`config.mk`:
```
export PLATFORM = sky130hd
export DESIGN_NAME = port2_direction_pullup_ctrl
export DESIGN_NICKNAME = d
export VERILOG_FILES = /design/src/shared/port2_pkg.sv /design/src/verilog/port2_pin_cell.sv /design/src/verilog/port2_direction_pullup_ctrl.sv
export SDC_FILE = /design/constraint.sdc
export NUM_CORES = 1
export LEC_CHECK = 0
export BUFFER_PORTS_ARGS = -buffer_cell sky130_fd_sc_hd__buf_2
export CORE_ASPECT_RATIO = 0.9
export CORE_MARGIN = 3
export CORE_UTILIZATION = 45
export CTS_BUF_LIST = sky130_fd_sc_hd__clkbuf_4 sky130_fd_sc_hd__clkbuf_8
export DETAILED_ROUTE_END_ITERATION = 12
export GPL_TIMING_DRIVEN = 0
export PLACE_DENSITY_LB_ADDON = 0.15
export SLEW_MARGIN = 5
export SYNTH_ARGS = -nofsm -noshare
export SYNTH_HDL_FRONTEND = slang
export SYNTH_HIERARCHICAL = 1
export SYNTH_SLANG_ARGS = --single-unit
```
`constraint.sdc`:
```
create_clock -name clk -period 2.02 [get_ports clk]
set_input_delay 0.404 -clock clk [delete_from_list [all_inputs] [get_ports clk]]
set_output_delay 0.404 -clock clk [all_outputs]
set_load 0.02 [all_outputs]
```
`src/shared/port2_pkg.sv`:
```
`default_nettype none
package port2_pkg;
   // Pin count and register widths
   localparam int          PIN_COUNT       = 7;
   localparam int          DATA_W          = 32;
   localparam int          ADDR_W          = 12;
   // Printed offsets are indices, byte address is four times the index
   localparam logic [7:0]  DIR_INDEX       = 8'h0A;
   localparam logic [7:0]  OUT_INDEX       = 8'h0B;
   localparam logic [7:0]  PIN_INDEX       = 8'h0C;
   localparam logic [11:0] DIR_ADDR        = {2'b00, DIR_INDEX, 2'b00};
   localparam logic [11:0] OUT_ADDR        = {2'b00, OUT_INDEX, 2'b00};
   localparam logic [11:0] PIN_ADDR        = {2'b00, PIN_INDEX, 2'b00};
   // Values after reset
   localparam logic [6:0]  DIR_RESET       = 7'h00;
   localparam logic [6:0]  OUT_RESET       = 7'h00;
   // Field positions
   localparam int          DIR_LSB         = 0;
   localparam int          DIR_RSVD_BIT    = 7;
   // Slave answers with one wait-free access phase
   localparam int          APB_WAIT_CYCLES = 0;
endpackage
`default_nettype wire

```
`src/verilog/port2_pin_cell.sv`:
```
`default_nettype none
module port2_pin_cell (
   // Control
   input  wire logic dirOut,
   input  wire logic latchBit,
   // Pad control
   output logic      padOut,
   output logic      padOe,
   output logic      pullupEn
);
   // Output drives latch; input uses latch as pullup enable
   always_comb begin
      padOe    = dirOut;
      padOut   = dirOut & latchBit;
      pullupEn = ~dirOut & latchBit;
   end
endmodule
`default_nettype wire

```
`src/verilog/port2_direction_pullup_ctrl.sv`:
```
// Implementation choice: the APB register port.
`default_nettype none
// Summary of operation
// - Every reset clears the direction register so all pins start as inputs.
// - Each of the seven pins has its own direction bit in bits 6 to 0.
// - A pin with direction 1 drives its output-latch bit with driver on.
// - A pin with direction 0 has its driver off and works as an input.
// - An input pin with latch bit 1 has its weak pullup switched on.
// - An input pin with latch bit 0 has pullup off and floats three-state.
// - Direction bit 7 is reserved: reads 0 and ignores writes.
module port2_direction_pullup_ctrl #(
   parameter int PINS = port2_pkg::PIN_COUNT
) (
   // Clock and reset
   input  wire logic                           clk,
   input  wire logic                           arst_n,
   // APB slave
   input  wire logic                           psel,
   input  wire logic                           penable,
   input  wire logic                           pwrite,
   input  wire logic [port2_pkg::ADDR_W-1:0]   paddr,
   input  wire logic [port2_pkg::DATA_W-1:0]   pwdata,
   input  wire logic [3:0]                     pstrb,
   output logic      [port2_pkg::DATA_W-1:0]   prdata,
   output logic                                pready,
   output logic                                pslverr,
   // Port pins
   input  wire logic [PINS-1:0]                pinIn,
   output logic      [PINS-1:0]                pinOut,
   output logic      [PINS-1:0]                pinOe,
   output logic      [PINS-1:0]                pullupEn
);

   logic [PINS-1:0] dir_q;
   logic [PINS-1:0] latch_q;
   logic [PINS-1:0] cellOut;
   logic [PINS-1:0] cellOe;
   logic [PINS-1:0] cellPull;
   logic            setup;
   logic            wrDir;
   logic            wrOut;
   logic            mapped;

   // Access in setup cycle; answer ready in the access phase that follows
   assign setup  = psel & ~penable;
   assign mapped = (paddr == port2_pkg::DIR_ADDR) |
                   (paddr == port2_pkg::OUT_ADDR) |
                   (paddr == port2_pkg::PIN_ADDR);
   // Writes take effect at the completing edge, low byte lane only
   assign wrDir  = psel & penable & pready & pwrite & pstrb[0] &
                   (paddr == port2_pkg::DIR_ADDR);
   assign wrOut  = psel & penable & pready & pwrite & pstrb[0] &
                   (paddr == port2_pkg::OUT_ADDR);

   // Direction register, cleared by any reset
   always_ff @(posedge clk or negedge arst_n) begin
      if (!arst_n) begin
         dir_q <= port2_pkg::DIR_RESET;
      end else if (wrDir) begin
         // Bit 7 of the write is dropped
         dir_q <= pwdata[PINS-1:0];
      end
   end

   // Output latch: data for outputs, pullup select for inputs
   always_ff @(posedge clk or negedge arst_n) begin
      if (!arst_n) begin
         latch_q <= port2_pkg::OUT_RESET;
      end else if (wrOut) begin
         latch_q <= pwdata[PINS-1:0];
      end
   end

   // One cell per pin keeps the pins independent
   for (genvar i = 0; i < PINS; i++) begin : g_pin
      port2_pin_cell u_cell (
         .dirOut   (dir_q[i]),
         .latchBit (latch_q[i]),
         .padOut   (cellOut[i]),
         .padOe    (cellOe[i]),
         .pullupEn (cellPull[i])
      );
   end

   // Pad outputs registered; one cycle after a register write
   always_ff @(posedge clk or negedge arst_n) begin
      if (!arst_n) begin
         pinOut   <= '0;
         pinOe    <= '0;
         pullupEn <= '0;
      end else begin
         pinOut   <= cellOut;
         pinOe    <= cellOe;
         pullupEn <= cellPull;
      end
   end

   // APB answer: one access cycle, read data captured at setup
   always_ff @(posedge clk or negedge arst_n) begin
      if (!arst_n) begin
         pready  <= 1'b0;
         pslverr <= 1'b0;
         prdata  <= '0;
      end else if (setup) begin
         pready  <= 1'b1;
         pslverr <= ~mapped;
         prdata  <= '0;
         if (!pwrite) begin
            case (paddr)
               port2_pkg::DIR_ADDR: prdata[PINS-1:0] <= dir_q;
               port2_pkg::OUT_ADDR: prdata[PINS-1:0] <= latch_q;
               port2_pkg::PIN_ADDR: prdata[PINS-1:0] <= pinIn;
               default:             prdata <= '0;
            endcase
         end
      end else begin
         pready  <= 1'b0;
         pslverr <= 1'b0;
      end
   end

endmodule
`default_nettype wire

```
# == After elaboration in Yosys (flattened, before gate mapping) ==
# Cells that the tools add are included.
# Widths: inputs -> output; s select.
# word_totals
elab_cells,47
out_inout_bits,55
register_bits,69
# classes
bitwise_logic,32
n_mux,4
n_eq_ne,3
# ops
cell,n
$eq 12x6->1 const B,3
$and 1x1->1,21
$pmux 7 s3,1
$not 1->1,9
$mux 7,1
$mux 1,2
$or 1x1->1,2

# == Depth between registers and ports, before layout ==
# depth
depth_word,5
ltp_mapped,6
ltp_nobuf,4

# == Modules after synthesis ==
# Netlist, hierarchy kept.
# modules_own_cells
module,area_each_um2,seq_area_each_um2,instances,cells_each
port2_direction_pullup_ctrl,1828.0,1101.1,1,140
port2_pin_cell,23.8,0.0,7,3

# == Worst setup path before layout ==
# OpenSTA, ideal clock, no wires.
# synth_path
kind,input -> register
startpoint,input port paddr[7] (netlist bit)
endpoint,register latch_q[0]
path_buffers,1
path_slack_ns,0.143
t_arrival_ns,1.752
stages,5
setup_time_ns,0.125
cell_sequence,nor4_2 > nand2_2 > or4_4 > buf_6 > mux2_4
# synth_between
elab_chain_cells,2
# synth_rtl
element,line,text
start: declaration,port2_direction_pullup_ctrl.sv:21,"input wire logic [port2_pkg::ADDR_W-1:0] paddr,"
$eq 12x6->1,port2_direction_pullup_ctrl.sv:53,(paddr == port2_pkg::OUT_ADDR);
$and 1x1->1,port2_direction_pullup_ctrl.sv:52,assign wrOut = psel & penable & pready & pwrite & pstrb[0] &
end signal: assignment,port2_direction_pullup_ctrl.sv:68,latch_q <= port2_pkg::OUT_RESET;
end signal: assignment,port2_direction_pullup_ctrl.sv:70,latch_q <= pwdata[PINS-1:0];
end: declaration,port2_direction_pullup_ctrl.sv:35,logic [PINS-1:0] latch_q;
# No other way between the ends.
# A chain may end at the register's enable or synchronous reset.

# == Worst setup path in the final report ==
# layout_path
startpoint,input port paddr[4] (netlist bit)
endpoint,register dir_q[6]
# layout_between
elab_chain_cells,2
# layout_rtl
element,line,text
$eq 12x6->1,port2_direction_pullup_ctrl.sv:51,(paddr == port2_pkg::DIR_ADDR);
$and 1x1->1,port2_direction_pullup_ctrl.sv:50,assign wrDir = psel & penable & pready & pwrite & pstrb[0] &
end signal: assignment,port2_direction_pullup_ctrl.sv:58,dir_q <= port2_pkg::DIR_RESET;
end signal: assignment,port2_direction_pullup_ctrl.sv:61,dir_q <= pwdata[PINS-1:0];
end: declaration,port2_direction_pullup_ctrl.sv:34,logic [PINS-1:0] dir_q;
# No other way between the ends.

==> summary.md <==
| Metric | Value |
|---|---|
| Die width | `76.2 um` |
| Residual DRC | `0` |
| Final Core Density | `0.626` |
| I/O pin cnt | `approximately 120` |
| Final TNS setup | `0 ps` |
| Post-synth top cells | `44 x dfrtp_1, 32 x buf_4, 8 x a21oi_1, 8 x nor2_1` |
| Vias in the first global route | `between 1000 and 1500` |
| R2R Setup Slk | `~380 ps` |
| Syn Area/Cell | `12.4 um2` |
| Final Cycle Share | `0.889` |
| Relative slew slack | `0.372` |
| DR WL/cell | `~12 um` |
| Worst IR Drop VDD | `between 0.5 and 0.6 mV` |
| Post-synth EDFFs | `0` |
| Grt total ovfl | `0` |
| Worst-path clk slew | `~80 ps` |
| Gr usage total | `0.152` |
| Crit end category | `flip-flop` |
| Synthesized instance count | `161` |
| Core ar. | `~4200 um2` |
| Met2 Use GR | `0.245` |
| Hold Vio Cnt, Final | `0` |
| Die footprint | `approximately 5300 um2` |
| CTS Hold Bufs | `0` |
| Max_cap viols | `0` |
| Crit path max fanout | `10` |
| Global Route met1 Usage | `0.185` |
| Seq cells post-synth | `44` |
| Hold_ws | `approximately 240 ps` |
| Initial DRT Pass Iterations | `4` |
| Total Wirelength | `~3.9 mm` |
| Post-synthesis sequential area ratio | `0.552` |
| Netlist Area Pre-Place | `between 1500 and 2000 um2` |
| Initial antenna violation count | `0` |
| # setup viols final | `0` |
| Max stage delay cell, worst path | `nor4_4` |
| Yosys top cell by area | `dfrtp_1` |
| CTS buffer count | `5` |
| Global-route wire length before repair | `roughly 6.2 mm` |
| Layout Nets | `about 310` |
| Yosys cell types | `26` |
| CTS Sinks | `between 40 and 50` |
| Worst Max-Slew Pin Slew | `~940 ps` |
| Path type of the worst setup path | `primary input to flip-flop` |
| Hold crit path type | `primary input to async pin` |
| # diodes | `0` |
| Power per Cell Area | `between 700 and 800 nW/um2` |
| Fin crit period | `1800 ps` |
| Yosys warns | `6` |
| Ranking of synthesized cells by area | `dfrtp_1 55%, buf_4 12%, mux2_4 5.3%` |
| Post-CTS Resized | `0` |
| Final Skew | `5.88 ps` |
| Max Freq | `557 MHz` |
| Share of cells above drive strength 1 | `0.538` |
| DR vias/cell | `about 4.3` |
| Placed Cells | `slightly above 300` |
| RSZ-0062 raised after global routing | `false` |
| Crit-path max cell delay | `620 ps` |
| IO buf count | `60` |
| Initial Util | `0.477` |
| Fin cells | `between 300 and 400` |
| CP cell instances | `buf_2 > nand3b_1 > clkbuf_1 > nor4_4 > mux2_2` |
| Hpwl dp | `approximately 2.8 mm` |
| H-tree depth | `2` |
| Clock Path Buffers | `2` |
| Async set-reset flop share out of synthesis | `1.00` |
| Met3 GRT Util | `0.0535` |
| DIE HEIGHT | `a little under 70 um` |
| Global route hottest layer | `met2` |
| Leakage | `about 1.5 nW` |
| Synth Flop Type | `dfrtp_1` |
| Gpl congestion | `slightly above 0.7` |
| Layout area overhead | `31.3%` |
| CP required | `~2200 ps` |
| Largest net degree at the start of global routing | `45` |
| Setup Buffers After CTS | `0` |
| Row Count | `22` |
| DRT iter0 DRCs | `34` |
| Root Buffer | `clkbuf_8` |
| Max-slew violations | `0` |
| CTS tree | `yes` |
| CP Data Arrival Time | `between 1500 and 2000 ps` |
| Cell with the most instances after synthesis | `dfrtp_1` |
| Status | `completed` |
| Worst Setup Start Kind | `primary input` |
| Vias | `roughly 1300` |
| Clk Latency, worst-skew pair | `approximately 300 ps` |
| Yosys top cell area share | `0.552` |
| Antenna Violating Nets Remaining | `0` |
per-layer routing:
layer	wire [um]	up-vias
li1	-	657
met1	1730	634
met2	1830	48
met3	263	4
met4	31	0
met5	0	-
worst paths after layout:
path	startpoint	endpoint	cells past startpoint
min reg2reg	prdata[1]	prdata[1]	2
max	paddr[4]	dir_q[6]	5
max reg2reg	pready	dir_q[6]	4
min	arst_n	pinOe[3]	1
max in group asynchronous	arst_n	pready	1
min in group clk	pwdata[1]	latch_q[1]	2
placed cells by master (no fill, tap or decap), drive strengths merged, types with 3 or more instances in the layout:
cell type and instances:
nor2 8, mux2 14, dfrtp 44, nand2 8
clkbuf 7, bufinv 3, o21ai 7, inv 3
and2b 7, a21oi 8, and2 7, buf 95
mux2i 7, conb 25, nor4 3
registers in the layout (all words and copies together) (netlist names):
signal and count:
pinOut 7, prdata 7, dir_q 7, pinOe 7
pslverr 1, latch_q 7, pready 1, pullupEn 7
critical path: cells and delay by family:
family | cells | cell delay (ps)
and+or+nand+nor | 2 | 790
muxes | 1 | 410
buffers and inverters | 2 | 370
metrics by stage:
| stage | instance area [um2] | power, mW | worst slack, ps |
|---|---|---|---|
| 4_1_cts | 2620 | 1.98 | 230 |
| 6_report | 2620 | 1.96 | 224 |
| 3_3_place_gp | 2460 | 1.06 | -68.9 |
| 3_5_place_dp | 2460 | 1.06 | -102 |
| 2_1_floorplan | 2080 | 1.00 | 143 |
| 5_1_grt | 2620 | 2.03 | 150 |
kinds of logic (layout without fill, tap and decap cells):
group / after synthesis / after routing / synth area share
AOI/OAI and AO/OA: 16 / 16 / 0.0433
DFF: 44 / 44 / 0.552
buffers and inverters: 40 / 108 / 0.141
other: 1 / 25 / 0.00188
and+or+nand+nor: 39 / 39 / 0.135
muxes: 21 / 21 / 0.127
power breakdown:
group	total (mW)	internal, mW	switching, mW
sequential	0.883	0.882	0.000576
combinational	0.159	0.0636	0.0958
clock	0.916	0.618	0.297
final cells by class:
class	count	area, um2
Clock inverter	3	90.1
Sequential cell	44	1100
Multi-Input combinational cell	101	703
Clock buffer	5	68.8
Tap cell	60	75.1
Buffer	37	269
Fill cell	353	1570
Inverter	3	11.3
Timing Repair Buffer	60	300
Power figures use the tool's default switching activity.
